==> config.mk <==
export PLATFORM = sky130hd
export DESIGN_NAME = pcpe_crossbar_enables
export DESIGN_NICKNAME = d
export VERILOG_FILES = /design/src/pcpe_route_regs.v /design/src/pcpe_crossbar_enables.v
export VERILOG_INCLUDE_DIRS = /design/src
export SDC_FILE = /design/constraint.sdc
export NUM_CORES = 1
export LEC_CHECK = 0
export BUFFER_PORTS_ARGS = -buffer_cell sky130_fd_sc_hd__buf_2
export CORE_ASPECT_RATIO = 1.5
export CORE_MARGIN = 5
export CORE_UTILIZATION = 39
export CTS_CLUSTER_SIZE = 14
export DETAILED_ROUTE_END_ITERATION = 10
export PLACE_DENSITY = 0.8
export RECOVER_POWER = 100
export SKIP_LAST_GASP = 1
export SLEW_MARGIN = 25
export SYNTH_ARGS = -nofsm -noshare
export SYNTH_HDL_FRONTEND = slang
export SYNTH_SLANG_ARGS = --single-unit
==> constraint.sdc <==
create_clock -name CLK_SYS -period 1.8 [get_ports CLK_SYS]
set_input_delay 0.27 -clock CLK_SYS [delete_from_list [all_inputs] [get_ports CLK_SYS]]
set_output_delay 0.27 -clock CLK_SYS [all_outputs]
set_load 0.005 [all_outputs]
==> src/pcpe_defines.vh <==
// constants for the port crossbar peripheral routing registers
// assumes inclusion by bare name from the design files
`ifndef PCPE_DEFINES_VH
`define PCPE_DEFINES_VH

// register page and addresses on the special-function bus
`define PCPE_SFR_PAGE       8'h0f
`define PCPE_ADDR_SELECT_A  8'he1
`define PCPE_ADDR_SELECT_B  8'he2

// reset values
`define PCPE_RESET_A        8'h00
`define PCPE_RESET_B        8'h00

// writable bits, reserved bits read zero
`define PCPE_WMASK_A        8'hfd
`define PCPE_WMASK_B        8'hfe

// fields of route select a
`define PCPE_A_CMP1_ASYNC   7
`define PCPE_A_CMP1_SYNC    6
`define PCPE_A_CMP0_ASYNC   5
`define PCPE_A_CMP0_SYNC    4
`define PCPE_A_TWOWIRE      3
`define PCPE_A_SPI          2
`define PCPE_A_UART         0

// fields of route select b
`define PCPE_B_TIMER1       7
`define PCPE_B_TIMER0       6
`define PCPE_B_ECI          5
`define PCPE_B_CEX_HI       4
`define PCPE_B_CEX_LO       2
`define PCPE_B_SYSTEM_CLOCK_OUT       1

// count code that software must not write
`define PCPE_CEX_RESERVED   3'h7

// request slots, lowest index is highest crossbar priority
`define PCPE_SLOTS          20
`define PCPE_SL_SCK         0
`define PCPE_SL_MISO        1
`define PCPE_SL_MOSI        2
`define PCPE_SL_NSS         3
`define PCPE_SL_SDA         4
`define PCPE_SL_SCL         5
`define PCPE_SL_CP0         6
`define PCPE_SL_CP0A        7
`define PCPE_SL_CP1         8
`define PCPE_SL_CP1A        9
`define PCPE_SL_SYSTEM_CLOCK_OUT      10
`define PCPE_SL_CAPTURE_MODULE_IO_0        11
`define PCPE_SL_ECI         17
`define PCPE_SL_T0          18
`define PCPE_SL_T1          19

`endif

==> src/pcpe_route_regs.v <==
// two routing registers on the special-function bus with registered read data
// assumes single-cycle read and write strobes synchronous to CLK_SYS
`timescale 1ns/1ps
`include "pcpe_defines.vh"

module pcpe_route_regs (
  // clock and reset
  input  wire       clk,
  input  wire       nrst,
  // special-function bus
  input  wire [7:0] sfr_addr,
  input  wire [7:0] sfr_page,
  input  wire       sfr_wr,
  input  wire       sfr_rd,
  input  wire [7:0] sfr_wdata,
  output reg  [7:0] sfr_rdata,
  output reg        sfr_rd_hit,
  // register contents
  output reg  [7:0] select_a,
  output reg  [7:0] select_b
);

  wire on_page;
  wire hit_a;
  wire hit_b;

  assign on_page = (sfr_page == `PCPE_SFR_PAGE);
  assign hit_a   = on_page && (sfr_addr == `PCPE_ADDR_SELECT_A);
  assign hit_b   = on_page && (sfr_addr == `PCPE_ADDR_SELECT_B);

  // writes, reserved bits held at zero
  always @(posedge clk) begin
    if (!nrst) begin
      select_a <= `PCPE_RESET_A;
      select_b <= `PCPE_RESET_B;
    end else if (sfr_wr) begin
      if (hit_a) begin
        select_a <= sfr_wdata & `PCPE_WMASK_A;
      end else if (hit_b) begin
        select_b <= sfr_wdata & `PCPE_WMASK_B;
      end
    end
  end

  // read data, other addresses answer zero with no hit
  always @(posedge clk) begin
    if (!nrst) begin
      sfr_rdata  <= 8'h00;
      sfr_rd_hit <= 1'b0;
    end else if (sfr_rd) begin
      if (hit_a) begin
        sfr_rdata  <= select_a;
        sfr_rd_hit <= 1'b1;
      end else if (hit_b) begin
        sfr_rdata  <= select_b;
        sfr_rd_hit <= 1'b1;
      end else begin
        sfr_rdata  <= 8'h00;
        sfr_rd_hit <= 1'b0;
      end
    end else begin
      sfr_rd_hit <= 1'b0;
    end
  end

endmodule

==> src/pcpe_crossbar_enables.v <==
// peripheral routing enables of the port crossbar: registers, request vector,
// per-slot drive values and gated pin returns toward the peripherals
// assumes the priority decoder outside places requested slots on free pins
// and returns each slot's pin level on SLOT_PIN_IN
`timescale 1ns/1ps
`include "pcpe_defines.vh"

module pcpe_crossbar_enables #(
  parameter CEX_COUNT = 6
) (
  // clock and reset
  input  wire                    CLK_SYS,
  input  wire                    NRST,
  // special-function bus
  input  wire [7:0]              SFR_ADDR,
  input  wire [7:0]              SFR_PAGE,
  input  wire                    SFR_WR,
  input  wire                    SFR_RD,
  input  wire [7:0]              SFR_WDATA,
  output wire [7:0]              SFR_RDATA,
  output wire                    SFR_RD_HIT,
  // global crossbar enable from the third routing register
  input  wire                    CROSSBAR_GLOBAL_ENABLE,
  // spi port
  input  wire                    SPI_FOUR_WIRE,
  input  wire                    SPI_SCK_OUT,
  input  wire                    SPI_SCK_OE,
  input  wire                    SPI_MISO_OUT,
  input  wire                    SPI_MISO_OE,
  input  wire                    SPI_MOSI_OUT,
  input  wire                    SPI_MOSI_OE,
  input  wire                    SPI_NSS_OUT,
  input  wire                    SPI_NSS_OE,
  output wire                    SPI_SCK_IN,
  output wire                    SPI_MISO_IN,
  output wire                    SPI_MOSI_IN,
  output wire                    SPI_NSS_IN,
  // two-wire bus, open drain, a zero pulls low
  input  wire                    TWOWIRE_SDA_OUT,
  input  wire                    TWOWIRE_SCL_OUT,
  output wire                    TWOWIRE_SDA_IN,
  output wire                    TWOWIRE_SCL_IN,
  // comparators
  input  wire                    COMPARATOR_ZERO_OUT,
  input  wire                    COMPARATOR_ZERO_ASYNC_OUT,
  input  wire                    COMPARATOR_ONE_OUT,
  input  wire                    COMPARATOR_ONE_ASYNC_OUT,
  // capture modules
  input  wire [CEX_COUNT-1:0]    CAPTURE_MODULE_IO_OUT,
  input  wire [CEX_COUNT-1:0]    CAPTURE_MODULE_IO_OE,
  output wire [CEX_COUNT-1:0]    CAPTURE_MODULE_IO_IN,
  // counter and timer inputs
  output wire                    COUNTER_EXT_INPUT,
  output wire                    TIMER_ZERO_INPUT,
  output wire                    TIMER_ONE_INPUT,
  // uart on fixed pins
  input  wire                    UART_TX_OUT,
  input  wire                    UART_RX_PIN,
  output wire                    UART_TX_PIN,
  output wire                    UART_TX_PIN_OE,
  output wire                    UART_PINS_CLAIMED,
  output wire                    UART_RX_IN,
  // toward the priority decoder
  input  wire [`PCPE_SLOTS-1:0]  SLOT_PIN_IN,
  output wire [`PCPE_SLOTS-1:0]  SLOT_REQ,
  output wire [`PCPE_SLOTS-1:0]  SLOT_VAL,
  output wire [`PCPE_SLOTS-1:0]  SLOT_OE,
  output wire                    SYSTEM_CLOCK_OUT_EN
);

  wire [7:0]             select_a;
  wire [7:0]             select_b;
  wire [2:0]             cex_code;
  wire [CEX_COUNT-1:0]   cex_route;
  reg  [`PCPE_SLOTS-1:0] req_nxt;
  reg  [`PCPE_SLOTS-1:0] val_nxt;
  reg  [`PCPE_SLOTS-1:0] oe_nxt;
  wire [`PCPE_SLOTS-1:0] pin_ok;
  integer                i;
  integer                j;
  // flip-flops behind the outputs
  reg  [`PCPE_SLOTS-1:0] slot_req_r;
  reg  [`PCPE_SLOTS-1:0] slot_val_r;
  reg  [`PCPE_SLOTS-1:0] slot_oe_r;
  reg                    system_clock_out_en_r;
  reg                    uart_claimed_r;
  reg                    uart_tx_r;
  reg                    uart_tx_oe_r;
  reg                    uart_rx_r;
  reg                    spi_sck_in_r;
  reg                    spi_miso_in_r;
  reg                    spi_mosi_in_r;
  reg                    spi_nss_in_r;
  reg                    sda_in_r;
  reg                    scl_in_r;
  reg  [CEX_COUNT-1:0]   cex_in_r;
  reg                    eci_in_r;
  reg                    t0_in_r;
  reg                    t1_in_r;

  // thermometer of routed capture modules, reserved code routes none
  function [CEX_COUNT-1:0] cex_mask;
    input [2:0] code;
    integer k;
    begin
      cex_mask = {CEX_COUNT{1'b0}};
      for (k = 0; k < CEX_COUNT; k = k + 1) begin
        if ((code != `PCPE_CEX_RESERVED) && (k < code)) begin
          cex_mask[k] = 1'b1;
        end
      end
    end
  endfunction

  // pin level as seen by a peripheral, idle level when not routed
  function gate_in;
    input routed;
    input level;
    input idle;
    begin
      gate_in = routed ? level : idle;
    end
  endfunction

  pcpe_route_regs u_regs (
    .clk       (CLK_SYS),
    .nrst      (NRST),
    .sfr_addr  (SFR_ADDR),
    .sfr_page  (SFR_PAGE),
    .sfr_wr    (SFR_WR),
    .sfr_rd    (SFR_RD),
    .sfr_wdata (SFR_WDATA),
    .sfr_rdata (SFR_RDATA),
    .sfr_rd_hit(SFR_RD_HIT),
    .select_a  (select_a),
    .select_b  (select_b)
  );

  assign cex_code  = select_b[`PCPE_B_CEX_HI:`PCPE_B_CEX_LO];
  assign cex_route = cex_mask(cex_code);

  // request, drive value and drive enable per slot
  always @* begin
    req_nxt = {`PCPE_SLOTS{1'b0}};
    val_nxt = {`PCPE_SLOTS{1'b0}};
    oe_nxt  = {`PCPE_SLOTS{1'b0}};
    if (CROSSBAR_GLOBAL_ENABLE) begin
      if (select_a[`PCPE_A_SPI]) begin
        req_nxt[`PCPE_SL_SCK]  = 1'b1;
        req_nxt[`PCPE_SL_MISO] = 1'b1;
        req_nxt[`PCPE_SL_MOSI] = 1'b1;
        req_nxt[`PCPE_SL_NSS]  = SPI_FOUR_WIRE;
        val_nxt[`PCPE_SL_SCK]  = SPI_SCK_OUT;
        val_nxt[`PCPE_SL_MISO] = SPI_MISO_OUT;
        val_nxt[`PCPE_SL_MOSI] = SPI_MOSI_OUT;
        val_nxt[`PCPE_SL_NSS]  = SPI_NSS_OUT;
        oe_nxt[`PCPE_SL_SCK]   = SPI_SCK_OE;
        oe_nxt[`PCPE_SL_MISO]  = SPI_MISO_OE;
        oe_nxt[`PCPE_SL_MOSI]  = SPI_MOSI_OE;
        oe_nxt[`PCPE_SL_NSS]   = SPI_NSS_OE & SPI_FOUR_WIRE;
      end
      if (select_a[`PCPE_A_TWOWIRE]) begin
        req_nxt[`PCPE_SL_SDA] = 1'b1;
        req_nxt[`PCPE_SL_SCL] = 1'b1;
        oe_nxt[`PCPE_SL_SDA]  = ~TWOWIRE_SDA_OUT;
        oe_nxt[`PCPE_SL_SCL]  = ~TWOWIRE_SCL_OUT;
      end
      if (select_a[`PCPE_A_CMP0_SYNC]) begin
        req_nxt[`PCPE_SL_CP0] = 1'b1;
        val_nxt[`PCPE_SL_CP0] = COMPARATOR_ZERO_OUT;
        oe_nxt[`PCPE_SL_CP0]  = 1'b1;
      end
      if (select_a[`PCPE_A_CMP0_ASYNC]) begin
        req_nxt[`PCPE_SL_CP0A] = 1'b1;
        val_nxt[`PCPE_SL_CP0A] = COMPARATOR_ZERO_ASYNC_OUT;
        oe_nxt[`PCPE_SL_CP0A]  = 1'b1;
      end
      if (select_a[`PCPE_A_CMP1_SYNC]) begin
        req_nxt[`PCPE_SL_CP1] = 1'b1;
        val_nxt[`PCPE_SL_CP1] = COMPARATOR_ONE_OUT;
        oe_nxt[`PCPE_SL_CP1]  = 1'b1;
      end
      if (select_a[`PCPE_A_CMP1_ASYNC]) begin
        req_nxt[`PCPE_SL_CP1A] = 1'b1;
        val_nxt[`PCPE_SL_CP1A] = COMPARATOR_ONE_ASYNC_OUT;
        oe_nxt[`PCPE_SL_CP1A]  = 1'b1;
      end
      if (select_b[`PCPE_B_SYSTEM_CLOCK_OUT]) begin
        req_nxt[`PCPE_SL_SYSTEM_CLOCK_OUT] = 1'b1;
        val_nxt[`PCPE_SL_SYSTEM_CLOCK_OUT] = 1'b1;
        oe_nxt[`PCPE_SL_SYSTEM_CLOCK_OUT]  = 1'b1;
      end
      for (i = 0; i < CEX_COUNT; i = i + 1) begin
        if (cex_route[i]) begin
          req_nxt[`PCPE_SL_CAPTURE_MODULE_IO_0 + i] = 1'b1;
          val_nxt[`PCPE_SL_CAPTURE_MODULE_IO_0 + i] = CAPTURE_MODULE_IO_OUT[i];
          oe_nxt[`PCPE_SL_CAPTURE_MODULE_IO_0 + i]  = CAPTURE_MODULE_IO_OE[i];
        end
      end
      req_nxt[`PCPE_SL_ECI] = select_b[`PCPE_B_ECI];
      req_nxt[`PCPE_SL_T0]  = select_b[`PCPE_B_TIMER0];
      req_nxt[`PCPE_SL_T1]  = select_b[`PCPE_B_TIMER1];
    end
  end

  // a slot returns pin level only while it was requested
  assign pin_ok = slot_req_r;

  // registered requests and drives toward the decoder
  always @(posedge CLK_SYS) begin
    if (!NRST) begin
      slot_req_r  <= {`PCPE_SLOTS{1'b0}};
      slot_val_r  <= {`PCPE_SLOTS{1'b0}};
      slot_oe_r   <= {`PCPE_SLOTS{1'b0}};
      system_clock_out_en_r <= 1'b0;
    end else begin
      slot_req_r  <= req_nxt;
      slot_val_r  <= val_nxt;
      slot_oe_r   <= oe_nxt;
      system_clock_out_en_r <= req_nxt[`PCPE_SL_SYSTEM_CLOCK_OUT];
    end
  end

  // uart on its fixed pins, outside crossbar priority
  always @(posedge CLK_SYS) begin
    if (!NRST) begin
      uart_claimed_r <= 1'b0;
      uart_tx_r      <= 1'b1;
      uart_tx_oe_r   <= 1'b0;
      uart_rx_r      <= 1'b1;
    end else begin
      uart_claimed_r <= CROSSBAR_GLOBAL_ENABLE & select_a[`PCPE_A_UART];
      uart_tx_r      <= UART_TX_OUT;
      uart_tx_oe_r   <= CROSSBAR_GLOBAL_ENABLE & select_a[`PCPE_A_UART];
      uart_rx_r      <= gate_in(uart_claimed_r, UART_RX_PIN, 1'b1);
    end
  end

  // pin levels handed back to the peripherals
  always @(posedge CLK_SYS) begin
    if (!NRST) begin
      spi_sck_in_r  <= 1'b0;
      spi_miso_in_r <= 1'b0;
      spi_mosi_in_r <= 1'b0;
      spi_nss_in_r  <= 1'b1;
      sda_in_r      <= 1'b1;
      scl_in_r      <= 1'b1;
      cex_in_r      <= {CEX_COUNT{1'b0}};
      eci_in_r      <= 1'b0;
      t0_in_r       <= 1'b0;
      t1_in_r       <= 1'b0;
    end else begin
      spi_sck_in_r  <= gate_in(pin_ok[`PCPE_SL_SCK], SLOT_PIN_IN[`PCPE_SL_SCK], 1'b0);
      spi_miso_in_r <= gate_in(pin_ok[`PCPE_SL_MISO], SLOT_PIN_IN[`PCPE_SL_MISO], 1'b0);
      spi_mosi_in_r <= gate_in(pin_ok[`PCPE_SL_MOSI], SLOT_PIN_IN[`PCPE_SL_MOSI], 1'b0);
      spi_nss_in_r  <= gate_in(pin_ok[`PCPE_SL_NSS], SLOT_PIN_IN[`PCPE_SL_NSS], 1'b1);
      sda_in_r      <= gate_in(pin_ok[`PCPE_SL_SDA], SLOT_PIN_IN[`PCPE_SL_SDA], 1'b1);
      scl_in_r      <= gate_in(pin_ok[`PCPE_SL_SCL], SLOT_PIN_IN[`PCPE_SL_SCL], 1'b1);
      for (j = 0; j < CEX_COUNT; j = j + 1) begin
        cex_in_r[j] <= gate_in(pin_ok[`PCPE_SL_CAPTURE_MODULE_IO_0 + j],
                               SLOT_PIN_IN[`PCPE_SL_CAPTURE_MODULE_IO_0 + j], 1'b0);
      end
      eci_in_r      <= gate_in(pin_ok[`PCPE_SL_ECI], SLOT_PIN_IN[`PCPE_SL_ECI], 1'b0);
      t0_in_r       <= gate_in(pin_ok[`PCPE_SL_T0], SLOT_PIN_IN[`PCPE_SL_T0], 1'b0);
      t1_in_r       <= gate_in(pin_ok[`PCPE_SL_T1], SLOT_PIN_IN[`PCPE_SL_T1], 1'b0);
    end
  end

  // outputs straight from their flip-flops
  assign SLOT_REQ             = slot_req_r;
  assign SLOT_VAL             = slot_val_r;
  assign SLOT_OE              = slot_oe_r;
  assign SYSTEM_CLOCK_OUT_EN  = system_clock_out_en_r;
  assign UART_PINS_CLAIMED    = uart_claimed_r;
  assign UART_TX_PIN          = uart_tx_r;
  assign UART_TX_PIN_OE       = uart_tx_oe_r;
  assign UART_RX_IN           = uart_rx_r;
  assign SPI_SCK_IN           = spi_sck_in_r;
  assign SPI_MISO_IN          = spi_miso_in_r;
  assign SPI_MOSI_IN          = spi_mosi_in_r;
  assign SPI_NSS_IN           = spi_nss_in_r;
  assign TWOWIRE_SDA_IN       = sda_in_r;
  assign TWOWIRE_SCL_IN       = scl_in_r;
  assign CAPTURE_MODULE_IO_IN = cex_in_r;
  assign COUNTER_EXT_INPUT    = eci_in_r;
  assign TIMER_ZERO_INPUT     = t0_in_r;
  assign TIMER_ONE_INPUT      = t1_in_r;

endmodule

# Yosys cells after proc, flatten, opt, wreduce, memory -nomap -nowiden
# Index checks and enable logic that the tools add are counted.
[totals]
register_bits = 100
in_bits = 78
out_inout_bits = 89
elab_cells = 125
[op_classes]
magnitude_cmp = 6
eq_ne = 4
muxes = 23
n_bitwise = 5
n_reduce_logical = 40
[ops]
columns = ["op", "count"]
rows = [
  ["$reduce_and A3 Y1", 13],
  ["$reduce_and A2 Y1", 19],
  ["$mux W1", 19],
  ["$eq A8 B8 Y1 const B", 2],
  ["$mux W8", 2],
  ["$eq A8 B4 Y1 const B", 1],
  ["$logic_and A1 B1 Y1", 8],
  ["$lt A1 B3 Y1 const A", 2],
  ["$lt A2 B3 Y1 const A", 2],
  ["$lt A3 B3 Y1 const A", 2],
  ["$mux W3", 1],
  ["$ne A3 B3 Y1 const B", 1],
  ["$not A1 Y1", 3],
  ["$and A1 B1 Y1", 2],
  ["$mux W2", 1],
]

# Depth between registers and ports, before layout
# Gate-level depths: netlist of the first run.
[logic_depth]
depth_word = 4
ltp_mapped = 5

# By module
# Synthesis of the first run repeated with hierarchy kept, for this count alone.
[unflattened]
cells_unflattened = 281
area_unflattened_um2 = 2972.9
[modules_own_cells]
columns = ["mod", "instances", "cells_each", "area_each_um2", "seq_area_each_um2"]
rows = [
  ["pcpe_crossbar_enables", 1, 169, 1910.6, 1221.2],
  ["pcpe_route_regs", 1, 112, 1062.3, 460.4],
]

# Worst setup path before layout of the first run
# No wires, ideal clock.
[synth_path]
kind = "input port to flip-flop"
from = "input port SFR_PAGE[6]"
to = "register u_regs.select_b[1]"
t_arrival_ns = 1.844
slack_ns = -0.116
stages = 5
n_path_buf = 1
cell_sequence = "or4b_4 -> or4_4 -> nor3b_2 -> buf_6 -> mux2i_1"
[synth_via]
elab_chain_cells = 4
word_cells_on_any_way = 5
cone_classes = "eq/ne: 1; bitwise: 1; reduce/logical: 3"
[synth_lines]
columns = ["element", "line_no", "rtl"]
rows = [
  ["start: declaration", "pcpe_crossbar_enables.v:16", "input wire [7:0] SFR_PAGE,"],
  ["$eq A8 B4 Y1 (no line) *", "-", ""],
  ["$logic_and A1 B1 Y1", "pcpe_route_regs.v:28", "assign hit_a = on_page && (sfr_addr == `PCPE_ADDR_SELECT_A);"],
  ["$not A1 Y1 (no line)", "-", ""],
  ["$reduce_and A3 Y1 (no line) *", "-", ""],
  ["end signal: assignment", "pcpe_route_regs.v:35", "select_b <= `PCPE_RESET_B;"],
  ["end signal: assignment", "pcpe_route_regs.v:40", "select_b <= sfr_wdata & `PCPE_WMASK_B;"],
  ["end: declaration", "pcpe_route_regs.v:20", "output reg [7:0] select_b"],
]
# Mark *: on every way between the ends. The rest lies on a longest branch, timed or not.
# A chain may end at the register's enable or synchronous reset.

# Worst setup path after layout of the first run
[layout_path]
from = "input port SFR_PAGE[6]"
to = "register u_regs.select_a[7]"
[layout_via]
elab_chain_cells = 3
[layout_lines]
columns = ["element", "line_no", "rtl"]
rows = [
  ["$eq A8 B4 Y1 (no line)", "-", ""],
  ["$logic_and A1 B1 Y1", "pcpe_route_regs.v:28", ""],
  ["$reduce_and A2 Y1 (no line)", "-", ""],
  ["end signal: assignment", "pcpe_route_regs.v:34", "select_a <= `PCPE_RESET_A;"],
  ["end signal: assignment", "pcpe_route_regs.v:38", "select_a <= sfr_wdata & `PCPE_WMASK_A;"],
  ["end: declaration", "pcpe_route_regs.v:19", "output reg [7:0] select_a,"],
]
# Every way passes these cells.

==> results of run 1 <==
layer usage:
layer / routed length, um / global-route usage
met1: 2570 / 0.154
met5: 0 / 0
met4: 209 / 0.0812
met2: 3710 / 0.266
met3: 489 / 0.0373
per-stage QoR:
stage,instances,hold WS [ps],setup TNS (ps),util
after detailed placement,500,388,-2780,0.501
final,516,62.6,0,0.519
after global routing,516,44.0,0,0.519
after global placement,500,393,-2100,0.501
after floorplan,273,342,-4.35,-
after CTS,516,42.3,0,0.528
worst paths after layout:
check	end	depth (start not counted)	slack, ps
hold / removal	SLOT_OE[5]	2	60
hold reg to reg	SPI_NSS_IN	1	410
setup reg to reg	SLOT_OE[16]	3	570
setup / recovery	u_regs.select_a[7]	6	100
power by group:
| part | total, mW | internal, mW | switching [mW] |
|---|---|---|---|
| sequential | 1.86 | 1.86 | 0.000241 |
| combinational | 0.141 | 0.0775 | 0.0637 |
| clock | 1.33 | 0.676 | 0.654 |
registers in the layout, summed over array words and instances, names as in the netlist:
| name | count |
|---|---|
| SLOT_REQ | 16 |
| UART_RX_IN | 1 |
| SPI_MOSI_IN | 1 |
| SPI_NSS_IN | 1 |
| u_regs.select_a | 7 |
| u_regs.sfr_rdata | 8 |
| SPI_MISO_IN | 1 |
| TWOWIRE_SDA_IN | 1 |
| TIMER_ONE_INPUT | 1 |
| TIMER_ZERO_INPUT | 1 |
| SPI_SCK_IN | 1 |
| u_regs.select_b | 7 |
| CAPTURE_MODULE_IO_IN | 6 |
| COUNTER_EXT_INPUT | 1 |
| TWOWIRE_SCL_IN | 1 |
| u_regs.sfr_rd_hit | 1 |
| SLOT_OE | 12 |
| UART_TX_PIN_OE | 1 |
| SLOT_VAL | 15 |
| UART_TX_PIN | 1 |
cell usage after synthesis, types with 2 or more instances:
| master | count | share of area |
|---|---|---|
| and3_1 | 23 | 0.049 |
| nor2b_1 | 14 | 0.030 |
| a22o_1 | 6 | 0.018 |
| nand3b_1 | 4 | 0.010 |
| a21boi_0 | 2 | 0.0051 |
| buf_4 | 22 | 0.057 |
| buf_6 | 6 | 0.023 |
| and2_1 | 25 | 0.054 |
| nor3b_2 | 2 | 0.0086 |
| nand2_1 | 26 | 0.033 |
| nand3_1 | 2 | 0.0034 |
| a21oi_1 | 7 | 0.012 |
| dfxtp_1 | 84 | 0.58 |
| or3b_2 | 2 | 0.0060 |
| clkbuf_1 | 5 | 0.0064 |
| mux2i_1 | 14 | 0.048 |
| nand2b_1 | 3 | 0.0064 |
| nor2_1 | 4 | 0.0051 |
cell type report:
class,count,area [um^2]
fill,699,3500
sequential,84,1680
multi-input combinational,154,1000
timing repair buffer,161,763
clock buffer,10,138
tap,100,125
clock inverter,6,63.8
inverter,1,3.75
critical path: stages:
cell and delay (ps):
buf_2 90, or4b_4 520, or4_1 470, nor3b_2 200, buf_4 210, mux2i_1 200
cells by family after synthesis:
group	after synthesis
XOR/XNOR	2
flip-flops	84
AO/OA/AOI/OAI	19
multiplexers	14
buffers and inverters	35
other	1
AND/OR/NAND/NOR	111
==> out/metrics.csv, run 1 <==
stage;metric;value;unit
floorplanning;die_area;9350;um^2
clock_tree;clk_pin_slew;90;ps
clock_tree;tritoncts;done;
place;hpwl;5450;um
worst_setup_path;r2r-start;u_regs.select_b[4];
pwr;power_density;881;nW/um^2
clock_tree;clkLatencyLatePin;350;ps
worst_hold_path;hold_start;TWOWIRE_SCL_OUT;
yosys;synth-main-ff-cell;dfxtp_1;
timing;finalSetupViolCount;0;
yosys;synth.ff_latch_count;84;
cells_and_area;layout_common_cells;105 x buf_2, 84 x dfxtp_1, 47 x clkbuf_1;
place;dpl_cell_area;3640;um^2
yosys;yosys.cell_types.count;33;
timing;slew_headroom;0.478;
yosys;synth_fa_ha_area_frac;0;
floorplanning;ios;167;
yosys;synthCells;266;
global_route;antenna_found_initial;0;
floorplanning;die_w;80.6;um
place;dp_slack;-215;ps
global_route;grt.total_usage;0.148;
routing;remaining_drc_errors;0;
pwr;p_leak;1.75;nW
cells_and_area;num_antenna_cells;0;
clock_tree;clkSinkCount;84;
clock_tree;ctsHoldBuffers;0;
yosys;yosysWarnings;0;
clock_tree;cts_setup_buffers;0;
clock_tree;cts_max_level;3;
timing;period_share;0.945;
timing;hold_viol_final;0;
yosys;syn_area;2920;um^2
worst_hold_path;hold_path.class;in2reg;
worst_setup_path;critical_path_class;in2reg;
pwr;power;3.33;mW
timing;slew_violations;0;
yosys;synthXorXnorAreaFrac;0.00600;
timing;fmax;588;MHz
cells_and_area;fin_area;3780;um^2
floorplanning;start_util;0.401;
floorplanning;fp-row-count;38;
global_route;grt_max_degree;47;
worst_setup_path;start_kind;input port;
worst_setup_path;required;2070;ps
yosys;synthSimpleGateAreaFrac;0.233;
global_route;grt_pass1_vias;2275;
global_route;grt_pass1_wl;10400;um
yosys;avgSynthCellArea;11.0;um^2
timing;period_needed;1700;ps
floorplanning;fp.coreArea;7270;um^2
timing;grt_setup_unrepaired;false;
routing;postRouteAntennaNets;0;
pwr;peakVddDrop;693;uV
timing;fin_skew;8.08;ps
cells_and_area;final_nets;489;
cells_and_area;area_growth;29.5;%
timing;fin_ws;99.8;ps
routing;wirelength;6980;um
yosys;synth_top_family_by_area;simple AND/OR/NAND/NOR gates;
yosys;async_flop_share;0;
routing;initialDrtViolationCount;75;
global_route;grt.overflow.total;0;
yosys;ys_seq_area_frac;0.576;
routing;vias;2259;
yosys;synthMuxAreaShare;0.0480;
yosys;synth_edf_count;0;
worst_setup_path;crit_path_max_fanout;7;
routing;wl_per_cell;13.5;um
cells_and_area;final_common_cell;buf_2;
clock_tree;ctsRootBufferMaster;clkbuf_8;
timing;worst-slew-pin-transition;783;ps
floorplanning;die_h;116;um
worst_setup_path;cp-startpoint;SFR_PAGE[6];
cells_and_area;final_layout_size_suffix_gt1_frac;0.327;
flow_run;cap_viol_max_count;0;
place;portBuffers;153;
clock_tree;clockBufferDepth;2;
clock_tree;cts_buffers;9;
routing;viasPerCell;4.38;
clock_tree;post_cts_resized;0;
routing;first_pass_iters;4;
worst_setup_path;arrival;1970;ps
yosys;synth_compound_area_frac;0.0463;
worst_setup_path;endpoint_kind;flip-flop;
place;gp_congestion;0.757;
outcome;status;completed;
Power figures use the tool's default switching activity.
==> run 2, diff against run 1 <==
CORE_MARGIN = 2   (was 5)
SYNTH_HIERARCHICAL = 1   (was not set)
==> out/metrics.csv, run 2 <==
stage;metric;value;unit
cells_and_area;final_layout_size_suffix_gt1_frac;0.293;
timing;period_needed;1280;ps
floorplanning;start_util;0.406;
flow_run;cap_viol_max_count;0;
cells_and_area;final_nets;497;
timing;slew_violations;0;
global_route;grt_pass1_wl;10300;um
worst_setup_path;critPathSlowestCell;nor4b_1;
clock_tree;cts_buffers;9;
global_route;grt_pass1_vias;2289;
routing;wl_per_cell;13.1;um
worst_setup_path;crit_path_max_fanout;7;
outcome;status;completed;
clock_tree;clkLatencyLatePin;340;ps
yosys;synthCells;278;
worst_setup_path;critical_path_class;in2reg;
pwr;p_leak;1.75;nW
cells_and_area;fin_area;3790;um^2
yosys;syn_area;2950;um^2
floorplanning;die_h;111;um
clock_tree;ctsHoldBuffers;0;
cells_and_area;postLayoutCoreUtil;0.522;
worst_setup_path;start_kind;input port;
pwr;clockPowerShare;0.408;
routing;vias;2365;
timing;fin_ws;517;ps
cells_and_area;layout_common_cells;103 x buf_2, 84 x dfxtp_1, 52 x clkbuf_1;
timing;grt_setup_unrepaired;false;
cells_and_area;final_common_cell;buf_2;
timing;hold_viol_final;0;
place;gp_congestion;0.775;
yosys;yosysWarnings;6;
timing;holdWs;89.7;ps
routing;postRouteAntennaNets;0;
pwr;p_sw_frac;0.201;
worst_setup_path;required;2070;ps
pwr;power;3.39;mW
global_route;grt.total_usage;0.162;
worst_setup_path;worstPathCellList;buf_2, nor4b_1, nand4_1, nor3b_1, buf_4, mux2i_1;
clock_tree;clkSinkCount;84;
place;portBuffers;153;
pwr;p_int;2.71;mW
clock_tree;clockBufferDepth;2;
floorplanning;fp-row-count;38;
pwr;peakVddDrop;371;uV
global_route;grt_max_degree;46;
pwr;p_sw;0.682;mW
timing;fin_skew;9.19;ps
timing;period_share;0.713;
routing;wirelength;6850;um
pwr;pwr-share-comb;0.044;
routing;first_pass_iters;4;
timing;setup_tns;0;ps
clock_tree;ctsRootBufferMaster;clkbuf_8;
global_route;grt.overflow.total;0;
clock_tree;cts_setup_buffers;0;
global_route;antenna_found_initial;0;
place;dpl_cell_area;3670;um^2
floorplanning;die_area;8300;um^2
clock_tree;cts_max_level;3;
floorplanning;die_w;75.1;um
worst_setup_path;endpoint_kind;flip-flop;
timing;worst-slew-pin-transition;548;ps
cells_and_area;layoutNonFillerInstCount;523;
cells_and_area;num_antenna_cells;0;
clock_tree;tritoncts;done;
cells_and_area;area_growth;28.4;%
worst_setup_path;arrival;1550;ps
worst_setup_path;crit_family;simple AND/OR/NAND/NOR gates;
floorplanning;fp.coreArea;7270;um^2
timing;finalSetupViolCount;0;
cells_and_area;largest_reg_flops;16;
routing;viasPerCell;4.52;
place;dp_cells;508;
worst_setup_path;cp_num_buf_inv;2;
clock_tree;post_cts_resized;0;
timing;fmax;779;MHz
routing;initialDrtViolationCount;35;
pwr;seqPwrFrac;0.548;
yosys;avgSynthCellArea;10.6;um^2
cells_and_area;filler_cell_count;727;
worst_setup_path;max_stage_delay;370;ps
place;hpwl;5180;um
place;dp_slack;288;ps
clock_tree;clk_pin_slew;70;ps
routing;remaining_drc_errors;0;
floorplanning;ios;167;
timing;slew_headroom;0.635;
pwr;power_density;893;nW/um^2
worst_hold_path;hold_path.class;in2reg;
## run 2: cell count changes in the layout (fill, tap and decap cells not counted), moves of 4 or more
cell / before / now
and2b_1: 0 / 4
nor3_1: 0 / 5
and2_1: 15 / 6
and4_1: 0 / 5
and2_0: 10 / 6
nor3b_1: 1 / 7
clkbuf_1: 47 / 52
nand3_1: 2 / 8
## run 2: area by class of cell
cell class | count | area, um^2 | area share
clock buffer | 10 | 128 | 0.0336
clock inverter | 5 | 77.6 | 0.0204
inverter | 3 | 11.3 | 0.00297
multi-input combinational | 162 | 1010 | 0.267
sequential | 84 | 1680 | 0.443
tap | 100 | 125 | 0.0330
timing repair buffer | 159 | 757 | 0.200
## run 2: final timing paths
| path | to | slack, ps | depth (start not counted) | startpoint |
|---|---|---|---|---|
| min | SLOT_OE[4] | 90 | 2 | TWOWIRE_SDA_OUT |
| min reg2reg | SPI_NSS_IN | 400 | 1 | SLOT_REQ[3] |
| max | u_regs/select_b[3] | 520 | 6 | SFR_PAGE[6] |
| max reg2reg | SLOT_VAL[11] | 660 | 2 | u_regs/select_b[2] |
## run 2: worst register-to-register path, delay by kind of cell (launching register included)
family,cells,cell delay (ps)
flops,1,600
simple gates,2,420
## run 2: routing by layer
layer  GRT usage  vias up  part of all wire
met1       0.163     1059              0.39
met4      0.0857        0             0.023
met2       0.288      104              0.52
met3      0.0429       13             0.070
met5           0        -                 0
li1            -     1189                 -
## run 2: power groups by stage
| stage | combinational, mW | sequential (mW) | clock [mW] |
|---|---|---|---|
| 2_1_floorplan | 0.0685 | 1.90 | 0 |
| 3_3_place_gp | 0.150 | 1.90 | 0 |
| 3_5_place_dp | 0.153 | 1.90 | 0 |
| 4_1_cts | 0.153 | 1.86 | 1.43 |
| 5_1_grt | 0.166 | 1.86 | 1.50 |
| 6_report | 0.149 | 1.86 | 1.38 |
==> run 3, diff against run 2 <==
ABC_AREA = 1   (was not set)
CORE_UTILIZATION = 44   (was 39)
PLACE_DENSITY = 0.84   (was 0.8)
clock period = 1.2 ns   (was 1.8 ns; I/O delays follow)
==> out/metrics.csv, run 3 <==
stage;metric;value;unit
outcome;status;completed;
cells_and_area;layout_common_cells;119 x buf_2, 84 x dfxtp_1, 70 x nor2_1;
timing;finalSetupViolCount;0;
worst_setup_path;endpoint_kind;flip-flop;
cells_and_area;layoutNonFillerInstCount;617;
cells_and_area;num_antenna_cells;0;
worst_hold_path;hold_depth;2;
clock_tree;cts_max_level;3;
timing;grt_setup_unrepaired;false;
pwr;peakVddDrop;579;uV
worst_setup_path;critical_path_class;in2reg;
timing;fin_skew;11.0;ps
routing;first_pass_iters;4;
pwr;p_leak;2.17;nW
global_route;grt_pass1_wl;11200;um
worst_setup_path;required;1480;ps
worst_setup_path;r2r-start;u_regs/select_b[3];
routing;vias;2838;
yosys;syn_area;3040;um^2
flow_run;cap_viol_max_count;0;
cells_and_area;final_layout_size_suffix_gt1_frac;0.282;
timing;slew_headroom;0.537;
global_route;grt_max_degree;20;
floorplanning;die_area;7600;um^2
cells_and_area;final_nets;612;
global_route;antenna_found_initial;0;
floorplanning;start_util;0.450;
cells_and_area;largest_reg_flops;16;
place;dp_cells;595;
timing;worst-slew-pin-transition;694;ps
pwr;power;5.22;mW
routing;initialDrtViolationCount;105;
cells_and_area;area_growth;32.2;%
worst_setup_path;cpMostUsedCell;nand2_2;
worst_hold_path;hold_path.class;in2reg;
routing;wl_per_cell;11.8;um
worst_setup_path;critPathSlowestCell;clkbuf_1;
worst_setup_path;start_kind;input port;
clock_tree;post_cts_resized;0;
cells_and_area;filler_cell_count;617;
worst_setup_path;reg2regPathDepth;4;
routing;viasPerCell;4.60;
cells_and_area;seq_area;1680;um^2
timing;hold_viol_final;0;
floorplanning;die_w;71.9;um
clock_tree;clockBufferDepth;2;
pwr;power_density;1300;nW/um^2
routing;postRouteAntennaNets;0;
worst_setup_path;arrival;1330;ps
routing;remaining_drc_errors;0;
global_route;grt.total_usage;0.188;
cells_and_area;multi_input_area;923;um^2
worst_setup_path;rrSetupSlack;200;ps
cells_and_area;final_common_cell;buf_2;
clock_tree;tritoncts;done;
floorplanning;ios;167;
yosys;avgSynthCellArea;8.06;um^2
cells_and_area;postLayoutCoreUtil;0.595;
place;portBuffers;153;
timing;slew_violations;0;
worst_setup_path;crit_family;buffers and inverters;
timing;holdWs;27.1;ps
yosys;synthCells;377;
worst_setup_path;r2r_end;SLOT_VAL[13];
floorplanning;fp.coreArea;6760;um^2
global_route;grt.overflow.total;0;
clock_tree;clkSinkCount;84;
worst_hold_path;hold_start;UART_TX_OUT;
clock_tree;clk_pin_slew;80;ps
routing;wirelength;7260;um
yosys;yosysWarnings;6;
global_route;grt_pass1_vias;2644;
floorplanning;fp-row-count;37;
worst_setup_path;crit_path_max_fanout;12;
worst_setup_path;cp_num_buf_inv;2;
place;gp_congestion;0.847;
clock_tree;clkLatencyLatePin;350;ps
worst_setup_path;max_stage_delay;510;ps
clock_tree;cts_setup_buffers;0;
timing;fmax;947;MHz
floorplanning;die_h;106;um
clock_tree;ctsRootBufferMaster;clkbuf_8;
clock_tree;cts_buffers;9;
timing;period_share;0.880;
worst_setup_path;worstPathCellList;clkbuf_1, nand2_2, inv_1, nand2_2, nor2_1;
timing;period_needed;1060;ps
worst_hold_path;hold_path_end;UART_TX_PIN;
place;hpwl;5550;um
-- run 3: cell count changes in the layout (fill, tap and decap cells not counted), sizes merged, moves of 6 or more --
cell	change
nand4	+6
buf	+18
dlygate4sd3	+6
and2	-12
nor2b	-11
nor2	+68
nand2	+33
nand3	+15
and3	-15
inv	+63
mux2i	-14
a22o	-6
clkbuf	-16
-- run 3: worst max-delay path by stage --
stage	cells after the start	slack [ps]	startpoint	endpoint
finish	5	140	NRST	SLOT_VAL[1]
global route	5	70	NRST	SLOT_VAL[1]
CTS	1	130	SLOT_REQ[2]	SLOT_REQ[1]
detailed placement	9	-90	SFR_ADDR[0]	u_regs/select_b[2]
global placement	9	-50	SFR_ADDR[0]	u_regs/select_b[7]
floorplan	8	180	SFR_ADDR[0]	u_regs/select_b[1]
-- run 3: through the flow --
step | worst slack, ps | setup TNS [ps] | cell area (um^2)
floorplan | 178 | 0 | 3070
global placement | -45.9 | -287 | 3800
detailed placement | -88.8 | -699 | 3800
CTS | 130 | 0 | 4070
global route | 68.7 | 0 | 4020
finish | 144 | 0 | 4020
-- run 3: final cells by class --
cell class,instances,area share
inverters,66,0.0616
well taps,78,0.0243
clock inverters,7,0.0227
repair buffers,168,0.213
flip-flops and latches,84,0.418
clock buffers,9,0.0308
multi-input cells,205,0.230
-- run 3: report_power, final --
group | total, mW | switching, mW | internal, mW
Sequential | 2.80 | 0.00498 | 2.80
Clock | 2.13 | 0.967 | 1.16
Combinational | 0.287 | 0.142 | 0.145
-- run 3: what timing repair did --
action / in CTS / in global routing
hold buffers: 6 / 0
endpoints found under the setup margin: 0 / 0
hold endpoints to repair: 6 / 0
-- run 3: metal layers --
layer,track usage,up-vias,share of wire
met1,0.194,1250,0.37
met5,0,-,0
met2,0.344,149,0.54
met4,0.106,0,0.022
met3,0.0335,12,0.076
li1,-,1427,-
